[src/hdl/cid_defines.svh]
// constants shared by the instruction-read / ownership-read coherence directory logic
`ifndef CID_DEFINES_SVH
`define CID_DEFINES_SVH
`define CID_ID_W 4
`define CID_ENTRIES 4
`define CID_AW 32
`define CID_DW 64
`define CID_RESP_BIT 3
`endif

[src/hdl/cid_pkg.sv]
// types for the coherence directory block
package cid_pkg;
  typedef enum logic [2:0]
  {
    CID_DIR_LM = 3'h0,
    CID_DIR_LS = 3'h1,
    CID_DIR_SH = 3'h2,
    CID_DIR_RM = 3'h3
  } cid_dir_e;
  typedef enum logic [1:0]
  {
    CID_ANS_NONE = 2'h0,
    CID_ANS_SHARED = 2'h1,
    CID_ANS_EXCL = 2'h2,
    CID_ANS_RETRY = 2'h3
  } cid_ans_e;
  typedef enum logic [3:0]
  {
    CID_M_IREAD_HOME = 4'h0,
    CID_M_READ_OWNER = 4'h1,
    CID_M_RTO_HOME = 4'h2,
    CID_M_RTO_OWNER = 4'h3,
    CID_M_DKILL_SHARER = 4'h4,
    CID_M_DONE = 4'h8,
    CID_M_DONE_INTV = 4'h9,
    CID_M_DATA_ONLY = 4'hA,
    CID_M_INTERVENTION = 4'hB,
    CID_M_NOT_OWNER = 4'hC,
    CID_M_RETRY = 4'hD
  } cid_msg_e;
  typedef enum logic [1:0]
  {
    CID_ROLE_IREQ = 2'h0,
    CID_ROLE_RFO = 2'h1,
    CID_ROLE_HOME = 2'h2,
    CID_ROLE_SELF = 2'h3
  } cid_role_e;
  typedef enum logic
  {
    CID_PW_IDLE = 1'b0,
    CID_PW_WAIT = 1'b1
  } cid_pw_e;
endpackage : cid_pkg

[src/hdl/cid_entry_table.sv]
// transaction entry table: allocation, arrival flags and lookup
`timescale 1ns/1ns
`default_nettype none
`include "cid_defines.svh"
module cid_entry_table
  import cid_pkg::*;
#(
  parameter int ENTRIES = `CID_ENTRIES,
  parameter int AW = `CID_AW,
  parameter int IDW = `CID_ID_W,
  localparam int EW = $clog2(ENTRIES)
)
(
  input wire logic mclk,
  input wire logic rst,
  input wire logic alloc,
  input wire cid_role_e alloc_role,
  input wire logic [AW-1:0] alloc_addr,
  input wire logic [IDW-1:0] alloc_orig,
  output logic [EW-1:0] alloc_idx,
  output logic full,
  input wire logic [EW-1:0] ent_idx,
  input wire logic free,
  input wire logic set_done,
  input wire logic set_data,
  output logic look_valid,
  output cid_role_e look_role,
  output logic [AW-1:0] look_addr,
  output logic [IDW-1:0] look_orig,
  output logic look_done,
  output logic look_data
);
  logic [ENTRIES-1:0] vld;
  logic [ENTRIES-1:0] fdone;
  logic [ENTRIES-1:0] fdata;
  cid_role_e role_a [ENTRIES];
  logic [AW-1:0] addr_a [ENTRIES];
  logic [IDW-1:0] orig_a [ENTRIES];

  // lowest free entry wins
  always_comb
  begin
    alloc_idx = '0;
    for (int i = ENTRIES - 1; i >= 0; i--)
    begin
      if (!vld[i])
        alloc_idx = EW'(i);
    end
  end
  assign full = &vld;

  for (genvar g = 0; g < ENTRIES; g++)
  begin : g_ent
    logic v, d, a;
    cid_role_e r;
    logic [AW-1:0] ad;
    logic [IDW-1:0] o;
    wire logic hit_alloc = alloc && alloc_idx == EW'(g);
    wire logic hit = ent_idx == EW'(g);
    always_ff @(posedge mclk)
    begin
      if (rst)
      begin
        v <= 1'b0;
        d <= 1'b0;
        a <= 1'b0;
      end
      else
      begin
        v <= hit_alloc | (v & ~(free & hit));
        d <= ~hit_alloc & (d | (set_done & hit));
        a <= ~hit_alloc & (a | (set_data & hit));
      end
    end
    always_ff @(posedge mclk)
    begin
      if (hit_alloc)
      begin
        r <= alloc_role;
        ad <= alloc_addr;
        o <= alloc_orig;
      end
    end
    assign vld[g] = v;
    assign fdone[g] = d;
    assign fdata[g] = a;
    assign role_a[g] = r;
    assign addr_a[g] = ad;
    assign orig_a[g] = o;
  end

  assign look_valid = vld[ent_idx];
  assign look_role = role_a[ent_idx];
  assign look_addr = addr_a[ent_idx];
  assign look_orig = orig_a[ent_idx];
  assign look_done = fdone[ent_idx];
  assign look_data = fdata[ent_idx];
endmodule : cid_entry_table
`default_nettype wire

[src/hdl/cid_push_wait.sv]
// holds an incoming instruction read while the local caches push a modified line
`timescale 1ns/1ns
`default_nettype none
module cid_push_wait
  import cid_pkg::*;
#(
  parameter int AW = 32,
  parameter int IDW = 4,
  parameter int MW = 16
)
(
  input wire logic mclk,
  input wire logic rst,
  input wire logic start,
  input wire logic [IDW-1:0] start_src,
  input wire logic [AW-1:0] start_addr,
  input wire logic [MW-1:0] start_mask,
  input wire logic rd_done,
  output logic busy,
  output logic rd_valid,
  output logic fin,
  output logic [IDW-1:0] hold_src,
  output logic [AW-1:0] hold_addr,
  output logic [MW-1:0] hold_mask
);
  cid_pw_e state;
  cid_pw_e next_state;

  assign busy = state == CID_PW_WAIT;
  assign fin = busy & rd_done;

  always_comb
  begin
    case (state)
      CID_PW_IDLE: next_state = start ? CID_PW_WAIT : CID_PW_IDLE;
      CID_PW_WAIT: next_state = rd_done ? CID_PW_IDLE : CID_PW_WAIT;
      default: next_state = CID_PW_IDLE;
    endcase
  end

  always_ff @(posedge mclk)
  begin
    if (rst)
    begin
      state <= CID_PW_IDLE;
      rd_valid <= 1'b0;
      hold_src <= '0;
      hold_addr <= '0;
      hold_mask <= '0;
    end
    else
    begin
      state <= next_state;
      rd_valid <= start & ~busy;
      if (start & ~busy)
      begin
        hold_src <= start_src;
        hold_addr <= start_addr;
        hold_mask <= start_mask;
      end
    end
  end
endmodule : cid_push_wait
`default_nettype wire

[src/hdl/cid_top.sv]
// coherence directory logic for instruction reads and local ownership reads
`timescale 1ns/1ns
`default_nettype none
`include "cid_defines.svh"
module cid_top
  import cid_pkg::*;
#(
  parameter int ID_W = `CID_ID_W,
  parameter int ENTRIES = `CID_ENTRIES,
  parameter int AW = `CID_AW,
  parameter int DW = `CID_DW,
  localparam int MW = 1 << ID_W,
  localparam int EW = $clog2(ENTRIES)
)
(
  input wire logic mclk,
  input wire logic rst,
  input wire logic [ID_W-1:0] local_element_id,
  input wire logic preq_valid,
  input wire logic preq_rfo,
  input wire logic [AW-1:0] preq_addr,
  input wire logic preq_collision,
  input wire logic preq_home_local,
  input wire logic [ID_W-1:0] home_memory_element,
  input wire cid_dir_e preq_dir_state,
  input wire logic [MW-1:0] preq_dir_mask,
  input wire logic [ID_W-1:0] directory_owner_target,
  input wire logic [DW-1:0] preq_mem_data,
  output var cid_ans_e pans_answer,
  output logic pans_valid,
  output logic pans_data_valid,
  output logic [DW-1:0] pans_data,
  input wire logic rx_valid,
  input wire cid_msg_e rx_type,
  input wire logic [ID_W-1:0] rx_srcid,
  input wire logic [EW-1:0] rx_entry,
  input wire logic [AW-1:0] rx_addr,
  input wire logic rx_collision,
  input wire logic [DW-1:0] rx_data,
  input wire cid_dir_e rx_dir_state,
  input wire logic [MW-1:0] rx_dir_mask,
  input wire logic [ID_W-1:0] rx_owner_target,
  input wire logic [DW-1:0] rx_mem_data,
  output logic rx_ready,
  output logic tx_valid,
  output var cid_msg_e tx_type,
  output logic [ID_W-1:0] tx_dest,
  output logic tx_mcast,
  output logic [MW-1:0] tx_mask,
  output logic [ID_W-1:0] tx_secid,
  output logic [EW-1:0] tx_entry,
  output logic tx_with_data,
  output logic [DW-1:0] tx_data,
  output logic fill_valid,
  output logic [AW-1:0] fill_addr,
  output logic [DW-1:0] fill_data,
  output logic dir_wr_valid,
  output logic [AW-1:0] dir_wr_addr,
  output var cid_dir_e dir_wr_state,
  output logic [MW-1:0] dir_wr_mask,
  output logic mem_wr_valid,
  output logic [AW-1:0] mem_wr_addr,
  output logic [DW-1:0] mem_wr_data,
  output logic cache_rd_valid,
  output logic [AW-1:0] cache_rd_addr,
  input wire logic cache_rd_done,
  input wire logic [DW-1:0] cache_rd_data,
  output logic coll_escalate,
  output logic err
);
  // ****************************************************************
  // shared decode
  // ****************************************************************
  logic [EW-1:0] alloc_idx;
  logic tbl_full, look_valid, look_done, look_data;
  cid_role_e look_role;
  logic [AW-1:0] look_addr;
  logic [ID_W-1:0] look_orig;
  logic pw_busy, pw_fin;
  logic [ID_W-1:0] pw_src;
  logic [MW-1:0] pw_mask;
  wire logic rx_take = rx_valid & rx_ready;
  wire logic rx_is_resp = rx_type[`CID_RESP_BIT];
  wire logic [MW-1:0] self_bit = MW'(1) << local_element_id;
  wire logic [MW-1:0] src_bit = MW'(1) << rx_srcid;
  wire logic [MW-1:0] orig_bit = MW'(1) << look_orig;
  // a collision, or external work owning the directory port this cycle, means the processor must retry
  wire logic pr_hazard = preq_collision | rx_take | pw_fin;
  wire logic pr_need_entry = ~preq_home_local | preq_dir_state == CID_DIR_RM
                             | (preq_rfo & preq_dir_state == CID_DIR_SH);

  // ****************************************************************
  // processor request decode
  // ****************************************************************
  cid_ans_e p_ans;
  cid_msg_e p_type;
  cid_role_e p_role;
  logic p_data, p_tx, p_mcast, p_dirw, p_err;
  logic [ID_W-1:0] p_dest;
  always_comb
  begin
    p_ans = CID_ANS_NONE;
    p_type = CID_M_IREAD_HOME;
    p_role = CID_ROLE_IREQ;
    p_data = 1'b0;
    p_tx = 1'b0;
    p_mcast = 1'b0;
    p_dirw = 1'b0;
    p_err = 1'b0;
    p_dest = home_memory_element;
    if (!preq_valid)
      p_ans = CID_ANS_NONE;
    else if (pr_hazard || (pr_need_entry && tbl_full))
      p_ans = CID_ANS_RETRY;
    else if (!preq_home_local)
    begin
      p_ans = CID_ANS_RETRY;
      p_tx = 1'b1;
      p_type = preq_rfo ? CID_M_RTO_HOME : CID_M_IREAD_HOME;
      p_role = preq_rfo ? CID_ROLE_RFO : CID_ROLE_IREQ;
    end
    else
    begin
      case (preq_dir_state)
        CID_DIR_LM:
        begin
          p_ans = CID_ANS_EXCL;
          p_data = 1'b1;
        end
        CID_DIR_LS:
        begin
          p_ans = preq_rfo ? CID_ANS_EXCL : CID_ANS_SHARED;
          p_data = 1'b1;
          p_dirw = preq_rfo;
        end
        CID_DIR_SH:
        begin
          p_ans = preq_rfo ? CID_ANS_RETRY : CID_ANS_SHARED;
          p_data = ~preq_rfo;
          p_tx = preq_rfo;
          p_mcast = preq_rfo;
          p_type = CID_M_DKILL_SHARER;
          p_role = CID_ROLE_RFO;
        end
        CID_DIR_RM:
        begin
          p_ans = preq_rfo ? CID_ANS_RETRY : CID_ANS_SHARED;
          p_tx = 1'b1;
          p_type = preq_rfo ? CID_M_RTO_OWNER : CID_M_READ_OWNER;
          p_dest = directory_owner_target;
          p_role = preq_rfo ? CID_ROLE_RFO : CID_ROLE_SELF;
        end
        default: p_err = 1'b1;
      endcase
    end
  end

  // ****************************************************************
  // incoming request and response decode
  // ****************************************************************
  cid_msg_e r_type;
  cid_dir_e r_dstate;
  logic r_tx, r_wd, r_dirw, r_memw, r_fill, r_free, r_sdone, r_sdata;
  logic r_alloc, r_coll, r_err, r_pw, r_reqaddr, r_entry_alloc;
  logic [ID_W-1:0] r_dest, r_sec;
  logic [MW-1:0] r_dmask;
  logic [DW-1:0] r_data;
  always_comb
  begin
    r_type = CID_M_DONE;
    r_dstate = CID_DIR_SH;
    {r_tx, r_wd, r_dirw, r_memw, r_fill, r_free, r_sdone, r_sdata} = '0;
    {r_alloc, r_coll, r_err, r_pw, r_reqaddr, r_entry_alloc} = '0;
    r_dest = rx_srcid;
    r_sec = local_element_id;
    r_dmask = rx_dir_mask | src_bit;
    r_data = rx_mem_data;
    if (rx_take && !rx_is_resp)
    begin
      r_reqaddr = 1'b1;
      if (rx_collision)
        r_coll = 1'b1;
      else if (rx_type != CID_M_IREAD_HOME)
        r_err = 1'b1;
      else
      begin
        case (rx_dir_state)
          CID_DIR_LM: r_pw = 1'b1;
          CID_DIR_LS, CID_DIR_SH:
          begin
            {r_dirw, r_tx, r_wd} = 3'h7;
          end
          CID_DIR_RM:
          begin
            // third-party intervention: ask the owner and remember who asked, or retry the requester when the table is full
            r_err = rx_owner_target == rx_srcid;
            r_tx = ~r_err;
            r_type = tbl_full ? CID_M_RETRY : CID_M_READ_OWNER;
            r_alloc = ~r_err & ~tbl_full;
            r_entry_alloc = r_alloc;
            r_dest = tbl_full ? rx_srcid : rx_owner_target;
            r_sec = rx_srcid;
          end
          default: r_err = 1'b1;
        endcase
      end
    end
    else if (rx_take && !look_valid)
      r_err = 1'b1;
    else if (rx_take)
    begin
      r_dmask = rx_dir_mask | orig_bit;
      r_dest = look_orig;
      case (look_role)
        CID_ROLE_HOME:
        begin
          if (rx_type == CID_M_INTERVENTION)
          begin
            {r_memw, r_dirw, r_tx, r_wd, r_free} = 5'h1F;
            r_data = rx_data;
          end
          else if (rx_type == CID_M_NOT_OWNER || rx_type == CID_M_RETRY)
          begin
            case (rx_dir_state)
              CID_DIR_LS, CID_DIR_LM: {r_dirw, r_tx, r_wd, r_free} = 4'hF;
              CID_DIR_RM:
              begin
                r_tx = 1'b1;
                r_type = CID_M_READ_OWNER;
                r_dest = rx_srcid;
              end
              default: r_err = 1'b1;
            endcase
          end
          else
            r_err = 1'b1;
        end
        CID_ROLE_IREQ:
        begin
          case (rx_type)
            CID_M_DONE: {r_fill, r_free} = 2'h3;
            CID_M_DONE_INTV: {r_sdone, r_free} = {1'b1, look_data};
            CID_M_DATA_ONLY: {r_fill, r_sdata, r_free} = {2'h3, look_done};
            CID_M_RETRY:
            begin
              r_tx = 1'b1;
              r_type = CID_M_IREAD_HOME;
              r_dest = rx_srcid;
            end
            default: r_err = 1'b1;
          endcase
        end
        // home and original requester at once, or ownership-read replies
        default: r_err = 1'b1;
      endcase
    end
  end

  // ****************************************************************
  // submodules
  // ****************************************************************
  cid_entry_table #(.ENTRIES(ENTRIES), .AW(AW), .IDW(ID_W)) u_table
  (
    .mclk(mclk),
    .rst(rst),
    .alloc(p_tx | r_alloc),
    .alloc_role(rx_take ? CID_ROLE_HOME : p_role),
    .alloc_addr(rx_take ? rx_addr : preq_addr),
    .alloc_orig(rx_take ? rx_srcid : local_element_id),
    .alloc_idx(alloc_idx),
    .full(tbl_full),
    .ent_idx(rx_entry),
    .free(r_free),
    .set_done(r_sdone),
    .set_data(r_sdata),
    .look_valid(look_valid),
    .look_role(look_role),
    .look_addr(look_addr),
    .look_orig(look_orig),
    .look_done(look_done),
    .look_data(look_data)
  );

  cid_push_wait #(.AW(AW), .IDW(ID_W), .MW(MW)) u_push
  (
    .mclk(mclk),
    .rst(rst),
    .start(r_pw),
    .start_src(rx_srcid),
    .start_addr(rx_addr),
    .start_mask(rx_dir_mask | src_bit),
    .rd_done(cache_rd_done),
    .busy(pw_busy),
    .rd_valid(cache_rd_valid),
    .fin(pw_fin),
    .hold_src(pw_src),
    .hold_addr(cache_rd_addr),
    .hold_mask(pw_mask)
  );

  // ****************************************************************
  // output selection and registers
  // ****************************************************************
  wire logic next_tx_valid = p_tx | r_tx | pw_fin;
  wire cid_msg_e next_tx_type = pw_fin ? CID_M_DONE : (rx_take ? r_type : p_type);
  wire logic [ID_W-1:0] next_tx_dest = pw_fin ? pw_src : (rx_take ? r_dest : p_dest);
  wire logic [MW-1:0] next_tx_mask = preq_dir_mask & ~self_bit;
  wire logic [ID_W-1:0] next_tx_secid = rx_take ? r_sec : local_element_id;
  wire logic [EW-1:0] next_tx_entry = (p_tx | r_entry_alloc) ? alloc_idx : rx_entry;
  wire logic next_tx_wd = pw_fin | r_wd;
  wire logic [DW-1:0] next_tx_data = pw_fin ? cache_rd_data : r_data;
  wire logic next_dirw = pw_fin | r_dirw | p_dirw;
  wire logic [AW-1:0] next_dir_addr = pw_fin ? cache_rd_addr
                                      : (!rx_take ? preq_addr : (r_reqaddr ? rx_addr : look_addr));
  wire cid_dir_e next_dir_state = (pw_fin | rx_take) ? r_dstate : CID_DIR_LM;
  wire logic [MW-1:0] next_dir_mask = pw_fin ? pw_mask : (rx_take ? r_dmask : preq_dir_mask);
  wire logic next_rx_ready = ~r_pw & ~(pw_busy & ~pw_fin);

  always_ff @(posedge mclk)
  begin
    if (rst)
    begin
      {pans_valid, pans_data_valid, tx_valid, tx_mcast, tx_with_data} <= '0;
      {fill_valid, dir_wr_valid, mem_wr_valid, coll_escalate, err, rx_ready} <= '0;
      pans_answer <= CID_ANS_NONE;
      tx_type <= CID_M_IREAD_HOME;
      dir_wr_state <= CID_DIR_LM;
      {pans_data, tx_data, fill_data, mem_wr_data} <= '0;
      {tx_dest, tx_secid, tx_entry, tx_mask, dir_wr_mask} <= '0;
      {fill_addr, dir_wr_addr, mem_wr_addr} <= '0;
    end
    else
    begin
      pans_valid <= preq_valid;
      pans_answer <= p_ans;
      pans_data_valid <= p_data;
      pans_data <= preq_mem_data;
      tx_valid <= next_tx_valid;
      tx_type <= next_tx_type;
      tx_dest <= next_tx_dest;
      tx_mcast <= p_mcast & ~rx_take;
      tx_mask <= next_tx_mask;
      tx_secid <= next_tx_secid;
      tx_entry <= next_tx_entry;
      tx_with_data <= next_tx_wd;
      tx_data <= next_tx_data;
      fill_valid <= r_fill;
      fill_addr <= look_addr;
      fill_data <= rx_data;
      dir_wr_valid <= next_dirw;
      dir_wr_addr <= next_dir_addr;
      dir_wr_state <= next_dir_state;
      dir_wr_mask <= next_dir_mask;
      mem_wr_valid <= r_memw;
      mem_wr_addr <= look_addr;
      mem_wr_data <= rx_data;
      coll_escalate <= r_coll;
      err <= p_err | r_err;
      rx_ready <= next_rx_ready;
    end
  end
endmodule : cid_top
`default_nettype wire

[config.mk]
export PLATFORM = sky130hd
export DESIGN_NAME = cid_top
export DESIGN_NICKNAME = d
export VERILOG_FILES = /design/src/hdl/cid_pkg.sv /design/src/hdl/cid_entry_table.sv /design/src/hdl/cid_push_wait.sv /design/src/hdl/cid_top.sv
export VERILOG_INCLUDE_DIRS = /design/src /design/src/hdl
export SDC_FILE = /design/constraint.sdc
export NUM_CORES = 1
export LEC_CHECK = 0
export BUFFER_PORTS_ARGS = -buffer_cell sky130_fd_sc_hd__buf_4
export CAP_MARGIN = 15
export CORE_AREA = 2 2 330 332
export CTS_BUF_LIST = sky130_fd_sc_hd__clkbuf_4
export DETAILED_ROUTE_END_ITERATION = 8
export DIE_AREA = 0 0 332 334
export GPL_TIMING_DRIVEN = 1
export PLACE_DENSITY_LB_ADDON = 0.25
export SETUP_SLACK_MARGIN = 0.4
export SYNTH_ARGS = -nofsm -noshare
export SYNTH_HDL_FRONTEND = slang
export SYNTH_SLANG_ARGS = --single-unit
[constraint.sdc]
create_clock -name mclk -period 5.85 [get_ports mclk]
set_clock_uncertainty 0.2 [all_clocks]
set_input_delay 0.8775 -clock mclk [delete_from_list [all_inputs] [get_ports mclk]]
set_output_delay 0.8775 -clock mclk [all_outputs]
set_load 0.05 [all_outputs]
# ---- Word-level counts from Yosys, hierarchy flattened
# Cells that the tools add are included.
dict set report word_totals {
  reg_bits 536
  in_bits 393
}
dict set report op_classes {
  n_lt_le_gt_ge 2
  n_eq_ne 20
  shift 3
  muxes 168
  bitwise 81
  n_reduce_logical 33
}
# op n
set ops {}
lappend ops {{64-bit 2-to-1 mux} 6}
lappend ops {{32-bit 2-to-1 mux} 6}
lappend ops {{4-bit 2-to-1 mux} 36}
lappend ops {{1-bit 2-to-1 mux} 74}
lappend ops {{32-bit binary-select mux with 2-bit select} 1}
lappend ops {{16-bit 2-to-1 mux} 4}
lappend ops {{1-bit by 4-bit << shifter with 16-bit output, first input constant} 3}
lappend ops {{2-bit 2-to-1 mux} 19}
lappend ops {{1-bit bitwise AND} 32}
lappend ops {{16-bit OR} 2}
lappend ops {{4-bit == test, second input constant} 6}
lappend ops {{1-bit OR} 23}
lappend ops {{1-bit NOT} 21}
lappend ops {{16-bit bitwise AND} 1}
lappend ops {{16-bit NOT} 1}
lappend ops {{1-bit case mux with 2 select lines} 8}
lappend ops {{4-bit case mux with 2 select lines} 2}
lappend ops {{2-bit OR reduction} 8}
lappend ops {{3-bit by 2-bit == test with 1-bit output, second input constant} 4}
lappend ops {{4-bit OR reduction} 3}
lappend ops {{2-bit == test, second input constant} 5}
lappend ops {{5-bit OR reduction} 2}
lappend ops {{3-bit 2-to-1 mux} 3}
lappend ops {{4-bit binary-select mux with 2-bit select} 1}
lappend ops {{other kinds (20)} 36}

# ---- Depth between registers and ports, before layout
# Gate-level depths: netlist (run 1).
dict set report logic_depth {
  depth_word 13
  mapped_depth 9
  mapped_depth_nobuf 6
}

# ---- By module
# Synthesis (run 1) repeated with hierarchy kept, for this count alone.
dict set report hier_totals {
  hier_cells 2033
  area_unflattened_um2 22206.3
}
# mod instances cells_each area_each_um2 seq_area_each_um2
set by_module_without_submodules {}
lappend by_module_without_submodules {cid_top 1 1524 13380.3 6326.1}
lappend by_module_without_submodules {cid_entry_table 1 267 6159.7 4804.6}
lappend by_module_without_submodules {cid_push_wait 1 242 2666.3 1081.0}

# ---- Least setup slack after synthesis (run 1)
# Ideal clock, no wire load.
dict set report synth_timing {
  kind {input -> register}
  startpoint {input port rx_type[0]}
  endpoint {register u_table.g_ent[2].ad[0], enable pin}
  setup_ns 0.486
  t_arrival_ns 4.896
  required_ns 5.164
  slack_ns 0.269
  path_stages 6
  n_path_buf 2
  cell_sequence {buf_6 -> or4_4 -> buf_6 -> nor3_4 -> a32oi_1 -> nor3_1}
}
dict set report synth_between {
  elab_chain_len 6
}
# element line
set synth_rtl {}
lappend synth_rtl {{from (decl)} cid_top.sv:34} ;# input wire cid_msg_e rx_type,
lappend synth_rtl {{4-bit nonzero test} cid_top.sv:183} ;# else if (rx_type != CID_M_IREAD_HOME)
lappend synth_rtl {{1-bit 2-to-1 mux} cid_top.sv:183}
lappend synth_rtl {{1-bit 2-to-1 mux} cid_top.sv:181} ;# if (rx_collision)
lappend synth_rtl {{1-bit 2-to-1 mux} cid_top.sv:178} ;# if (rx_take && !rx_is_resp)
lappend synth_rtl {{1-bit OR} cid_top.sv:266} ;# .alloc(p_tx | r_alloc),
lappend synth_rtl {{1-bit logical AND} cid_entry_table.sv:58} ;# wire logic hit_alloc = alloc && alloc_idx == EW'(g);
lappend synth_rtl {{net u_table.g_ent[2].hit_alloc} cid_entry_table.sv:58}
lappend synth_rtl {{to (signal assigned)} cid_entry_table.sv:80} ;# ad <= alloc_addr;
lappend synth_rtl {{to (decl)} cid_entry_table.sv:56} ;# logic [AW-1:0] ad;
# The timed path passes the listed nets, and every way through them passes these cells.
# A chain may end at the register's enable or synchronous reset.

# ---- Final worst setup path (run 1)
dict set report layout_timing {
  startpoint {input port rx_type[0]}
  endpoint {register u_table.g_ent[3].ad[7], enable pin}
}
dict set report layout_between {
  elab_chain_len 6
}
# element line
set layout_rtl {}
lappend layout_rtl {{4-bit nonzero test} cid_top.sv:183}
lappend layout_rtl {{1-bit 2-to-1 mux} cid_top.sv:183}
lappend layout_rtl {{1-bit 2-to-1 mux} cid_top.sv:181}
lappend layout_rtl {{1-bit 2-to-1 mux} cid_top.sv:178}
lappend layout_rtl {{1-bit OR} cid_top.sv:266}
lappend layout_rtl {{1-bit logical AND} cid_entry_table.sv:58}
lappend layout_rtl {{net u_table.g_ent[3].hit_alloc} cid_entry_table.sv:58}
lappend layout_rtl {{to (signal assigned)} cid_entry_table.sv:80}
lappend layout_rtl {{to (decl)} cid_entry_table.sv:56}
# The timed path passes the listed nets, and every way through them passes these cells.

==> results of run 1 <==
logic make-up after synthesis:
| kind of cell | after synthesis | share of synthesized area (%) |
|---|---|---|
| simple gates | 610 | 14.3 |
| flops | 534 | 58.1 |
| compound gates | 363 | 11.1 |
| buf+inv | 246 | 6.55 |
| mux | 152 | 9.71 |
| xor+xnor | 5 | 0.208 |
| other cells | 1 | 0.0178 |
cell usage after synthesis, types with 5 or more instances:
master    instances  area, um^2
dfxtp_1         382        7650
nand2_1         201         754
nor2b_1         178        1110
edfxtp_1        152        4560
nor2_1          146         548
a21oi_1         136         681
mux2i_1         107        1070
clkbuf_1        106         398
buf_4           101         758
a211oi_1         89         668
o21ai_0          43         215
mux4_2           41         923
nand2b_1         22         138
a22oi_1          16         120
inv_1            16        60.1
a311oi_1         15         131
nor3_1           13        65.1
o22ai_1          10        62.6
a21o_1            9        67.6
a31oi_1           9        56.3
buf_6             8        90.1
buf_2             7        35.0
nand3_1           7        35.0
nor4_1            7        43.8
a211o_1           6        52.6
buf_1             6        22.5
and3_1            5        31.3
xnor2_1           5        43.8
power by group through the flow:
| stage | clock network, uW | logic (uW) | registers, uW |
|---|---|---|---|
| final | 3610 | 1810 | 4020 |
| after global placement | 0 | 1570 | 4100 |
| after global routing | 3970 | 1900 | 4020 |
| after detailed placement | 0 | 1570 | 4090 |
| after CTS | 3780 | 1820 | 4020 |
| after floorplan | 0 | 509 | 4500 |
worst max-delay path: cells and delay by family:
kind | cells | cell delay (ns)
and+or+nand+nor | 3 | 1.44
buffers and inverters | 3 | 1.46
AOI/OAI and AO/OA | 1 | 0.22
final timing paths:
check,from,endpoint,slack [ns],cells past startpoint
setup reg to reg,u_push.busy,u_table.g_ent[3].ad[7],2.34,5
hold / removal,rx_owner_target[3],tx_dest[3],0.21,4
hold reg to reg,u_push.hold_addr[19],u_push.hold_addr[19],0.28,2
setup / recovery,rx_type[0],u_table.g_ent[3].ad[7],2.15,7
stage by stage:
stage	setup slack (ns)	area, um^2
6_report	2.15	34300
5_1_grt	2.15	34300
4_1_cts	2.35	34300
3_5_place_dp	1.75	28000
3_3_place_gp	1.81	28000
2_1_floorplan	1.46	21000
timing repair:
action,4_1_cts,5_1_grt
gates resized for setup,0,0
endpoints found under the hold margin,462,0
hold buffers,428,0
metal layers:
metal	track usage [%]	wire, um
met5	0	125
met4	13.3	7040
met3	7.13	9090
met2	28.8	48300
met1	20.0	40000
flip-flops by register name, indices dropped and copies added (netlist names), 8 cells and up:
signal and count:
u_table.g_ent.ad 128, dir_wr_mask 16, mem_wr_addr 32, pans_data 64, u_push.hold_mask 16, u_push.hold_addr 32
dir_wr_addr 32, u_table.g_ent.o 16, u_table.g_ent.r 8, tx_mask 16, tx_data 64, mem_wr_data 64
placed cells by master (no fill, tap or decap), types with 10 or more instances in the layout:
master and n:
a211oi_1 89, a21oi_1 135, a22oi_1 16, a311oi_1 15, buf_4 850, clkbuf_4 226, clkinv_1 28, dfxtp_1 382
diode_2 14, dlygate4sd3_1 428, edfxtp_1 152, inv_1 15, mux2i_1 107, mux4_2 41, nand2_1 199, nand2b_1 21
nor2_1 145, nor2b_1 178, nor3_1 12, o21ai_0 43, o22ai_1 10
layout make-up:
cell class	instances	area, um^2	area share (%)
repair buffers	1283	10800	31.3
clock inverters	50	298	0.868
inverters	17	63.8	0.186
diodes	14	35.0	0.102
well taps	1414	1770	5.15
multi-input cells	1132	7490	21.8
flip-flops and latches	534	12200	35.6
clock buffers	226	1700	4.94
==> out/metrics.cfg, run 1 <==
[timing]
tightest_slew_ns=1.15
tns_ns=0
fin_crit_ns=3.70
finalMaxSlewViolations=0
slew_headroom_pct=23.0
rsz0062_at_grt=false
layout_worst_path_cycle_share_pct=63.2
setup_viol=0
fmax_mhz=270
hold_viol=0
fin_hold_ws_ns=0.214

[route]
vias=19600
wire_per_inst_um=22.4
drtIter0Drc=996
routed_wl_um=105000
antenna_left=0
drcViolationCount=0
first_pass_iters=6
viasPerCell=4.20

[place]
dp_hpwl_um=78500
port_buffers=837
gp_congestion=0.905
post-place-cells=3952

[pwr]
pwr-share-comb_pct=19.2
p_sw_share_pct=30.8
ir_drop_v=0.000130
seqPwrFrac_pct=42.6
power_switching_uw=2910
p_int_uw=6530
p_leak_uw=0.0145
finalPower_uw=9430
pwr_density_cell_nw_per_um2=275
clkPwrFrac_pct=38.2

[cts]
cts-root-buf=clkbuf_4
htreeDepth=4
cts_buffers=158
max-clock-path-buffers=3
clk_latency_ns=1.01
clkSinkCount=534
postCtsSetupBuffers=0
clk_pin_slew_ns=0.07
cts_tree=done

[die]
core_um2=108000
std_cell_rows=121
start_util_pct=19.5
ios=840
die_h_um=334
die_w_um=332
dieArea_um2=111000

[global_route]
grt_pass1_vias=20300
grt_max_degree=144
grt_pass1_wl_um=146000
antenna_found_initial=31
gr-total-overflow=0
grt.total_usage_pct=18.3

[logic_synthesis]
syn_inst=1911
synth_seq_cells=534
ys.flop_type=dfxtp_1
synth_edf_count=152
yosys_warnings=0
synth.avg_cell_area_um2=11.0
synth_area_um2=21000
ys_async_sr_fraction_pct=0
yosysUniqueCellTypes=66
ys_seq_area_share_pct=58.1

[layout]
final_cells=4670
layout.filler_cells=11300
syn_to_final_growth_pct=63.3
drive_above_1_share_pct=36.2
fin_util_pct=31.8
nets=3519

[setup_path]
crit_chain=dlygate4sd3_1, buf_4, or4_4, nor3_4, a22oi_2, or3_1, inv_2
cp_max_fo=40
cp.required_ns=6.22
critPathSlowestCell=inv_2
critPathArrivalTime_ns=4.07
crit_type=in2reg
slowest_delay_ns=0.73
cp-end-kind=register
critical_path.startpoint_type=input pin

[outcome]
outcome=finished, final reports clean

[flow_run]
drv_cap=0

[min_path]
hp-class=in2reg

No activity file was read; power rests on OpenSTA's default activity.
==> run 2, diff against run 1 <==
- CORE_AREA: 2 2 330 332 -> 2 2 323 325
- DIE_AREA: 0 0 332 334 -> 0 0 325 327
- clock period: 5.85 -> 3.58 ns (I/O delays scaled with it)
==> run 2 against run 1 <==
Compared with the run above: global-route usage up 2.4 points; register-to-register slack lost 1.9 ns; critical path type unchanged; flip-flop and latch count did not move; final area grew 11%; clock power grew 71%; final cell count up 7.3%; hold slack got worse by 0.019 ns; critical path depth grew 3; highest routed layer unchanged; total power is 70% higher; clock-buffer cell count rose by 17.
==> out/metrics.cfg, run 2 (synthesis results as in run 1) <==
[global_route]
grt_pass1_wl_um=158000  ; +8.8%
grt_pass1_vias=22200  ; +9.3%
grt_max_degree=150  ; +4.2%
grt.total_usage_pct=20.6  ; +2.4 points
gr-total-overflow=0  ; unchanged
antenna_found_initial=43  ; +39%

[setup_path]
critPathArrivalTime_ns=4.02  ; -0.05 ns
cp.required_ns=4.36  ; -1.86 ns
crit_start=rx_dir_state[0]
reg2reg_slack_ns=0.40  ; -1.94 ns
r2r-start=u_table.g_ent[3].r[0]
critical_path.startpoint_type=input pin
cp_max_fo=34  ; -15%
cp-end-kind=register
crit_type=in2reg

[place]
dp_hpwl_um=81600  ; +3.9%
port_buffers=837  ; unchanged
gp_congestion=0.876  ; -3.2%
post-place-cells=3938  ; -0.35%

[route]
antenna_left=0  ; unchanged
routed_wl_um=114000  ; +8.6%
drtIter0Drc=1126  ; +13%
vias=21500  ; +9.6%
wire_per_inst_um=22.7  ; +1.3%
viasPerCell=4.29  ; +2.1%
first_pass_iters=5  ; -1
drcViolationCount=0  ; unchanged

[layout]
seqCellArea_um2=12200  ; unchanged
layout_common_cells=buf_4 (862), dlygate4sd3_1 (761), dfxtp_1 (382)
syn_to_final_growth_pct=81.0
fin_util_pct=37.0  ; +5.1 points
multi_input_area_um2=7510  ; +0.27%
nets=3874  ; +10%
largest_reg_flops=128  ; unchanged
layout_commonest_cell=buf_4
final_cells=5010  ; +7.3%
layout.filler_cells=10300  ; -8.8%
drive_above_1_share_pct=33.7  ; -2.5 points
regMostFlops=u_table.g_ent.ad

[timing]
tns_ns=0  ; unchanged
setup_viol=0  ; unchanged
fmax_mhz=308
hold_viol=0  ; unchanged
slew_headroom_pct=44.1  ; +21 points
rsz0062_at_grt=true
layout_worst_path_cycle_share_pct=90.7
fin_crit_ns=3.25
finalMaxSlewViolations=0  ; unchanged
tightest_slew_ns=0.838  ; -0.316 ns

[pwr]
p_leak_uw=0.0162  ; +11%
pwr_density_cell_nw_per_um2=421  ; +53%
ir_drop_v=0.000229  ; +76%

[cts]
clk_pin_slew_ns=0.07  ; about the same
clk_latency_ns=1.03  ; +0.02 ns
htreeDepth=4  ; unchanged
cts-root-buf=clkbuf_4
cts_buffers=157  ; -0.63%
clkSinkCount=534  ; unchanged
max-clock-path-buffers=3  ; unchanged
cts_tree=done

[min_path]
hp-class=in2reg
min_from=rx_addr[17]

[flow_run]
drv_cap=0  ; unchanged

[die]
dieArea_um2=106000  ; -4.2%
start_util_pct=20.4  ; +0.93 points
die_w_um=325  ; -2.1%
die_h_um=327  ; -2.1%
ios=840  ; unchanged
std_cell_rows=118  ; -2.5%
core_um2=103000  ; -4.5%

[outcome]
outcome=finished, final reports clean

[run 2: final timing paths]
path / depth (start not counted) / to
worst max-delay path: 10 / u_push.hold_src[0]
worst min-delay path: 4 / u_push.hold_addr[17]
worst max register to register: 6 / tx_data[53]
worst min register to register: 2 / u_push.hold_addr[4]
[run 2: layer usage]
layer	track usage [%]	up-vias	share of wire [%]
met5	0	-	0.066
met4	11.3	12	5.7
met3	6.64	242	7.5
met2	34.9	932	48
met1	22.9	10400	38
li1	-	9900	-
[run 2: through the flow]
| stage | instance area [um^2] | total power, uW | hold slack (ns) | setup slack [ns] |
|---|---|---|---|---|
| after floorplan | 21100 | 8190 | 0.237 | 0.157 |
| after global placement | 28200 | 9270 | 0.245 | 0.403 |
| after detailed placement | 28200 | 9270 | 0.250 | 0.384 |
| after CTS | 37900 | 16200 | 0.00752 | 0.412 |
| after global routing | 38000 | 16700 | 0.0688 | 0.297 |
| final | 38000 | 16000 | 0.195 | 0.333 |
[run 2: final cells by class]
cell class / count / share of cell area [%]
repair buffers: 1638 / 37.8
flip-flops and latches: 534 / 32.1
multi-input cells: 1133 / 19.7
clock buffers: 243 / 4.80
well taps: 1380 / 4.54
clock inverters: 43 / 0.668
inverters: 17 / 0.181
diodes: 22 / 0.145
[run 2: repair_timing]
item                                   CTS  global route
setup buffers                            0             2
endpoints found under the hold margin  526             0
hold buffers                           761             0
setup endpoints to repair                0            11
gates resized for setup                  0             8
[run 2: report_power, final]
part	total [uW]	switching (uW)	internal, uW
combinational	3270	1890	1380
clock	6160	2920	3240
sequential	6560	115	6450
total	16000	4930	11100
[run 2: worst max-delay path: stages]
cell	delay, ns
dlygate4sd3_1	0.54
buf_4	0.16
or3_1	0.35
dlygate4sd3_1	0.61
nor4_4	0.24
buf_12	0.25
nand2_1	0.07
dlygate4sd3_1	0.56
a21oi_1	0.13
dlygate4sd3_1	0.56
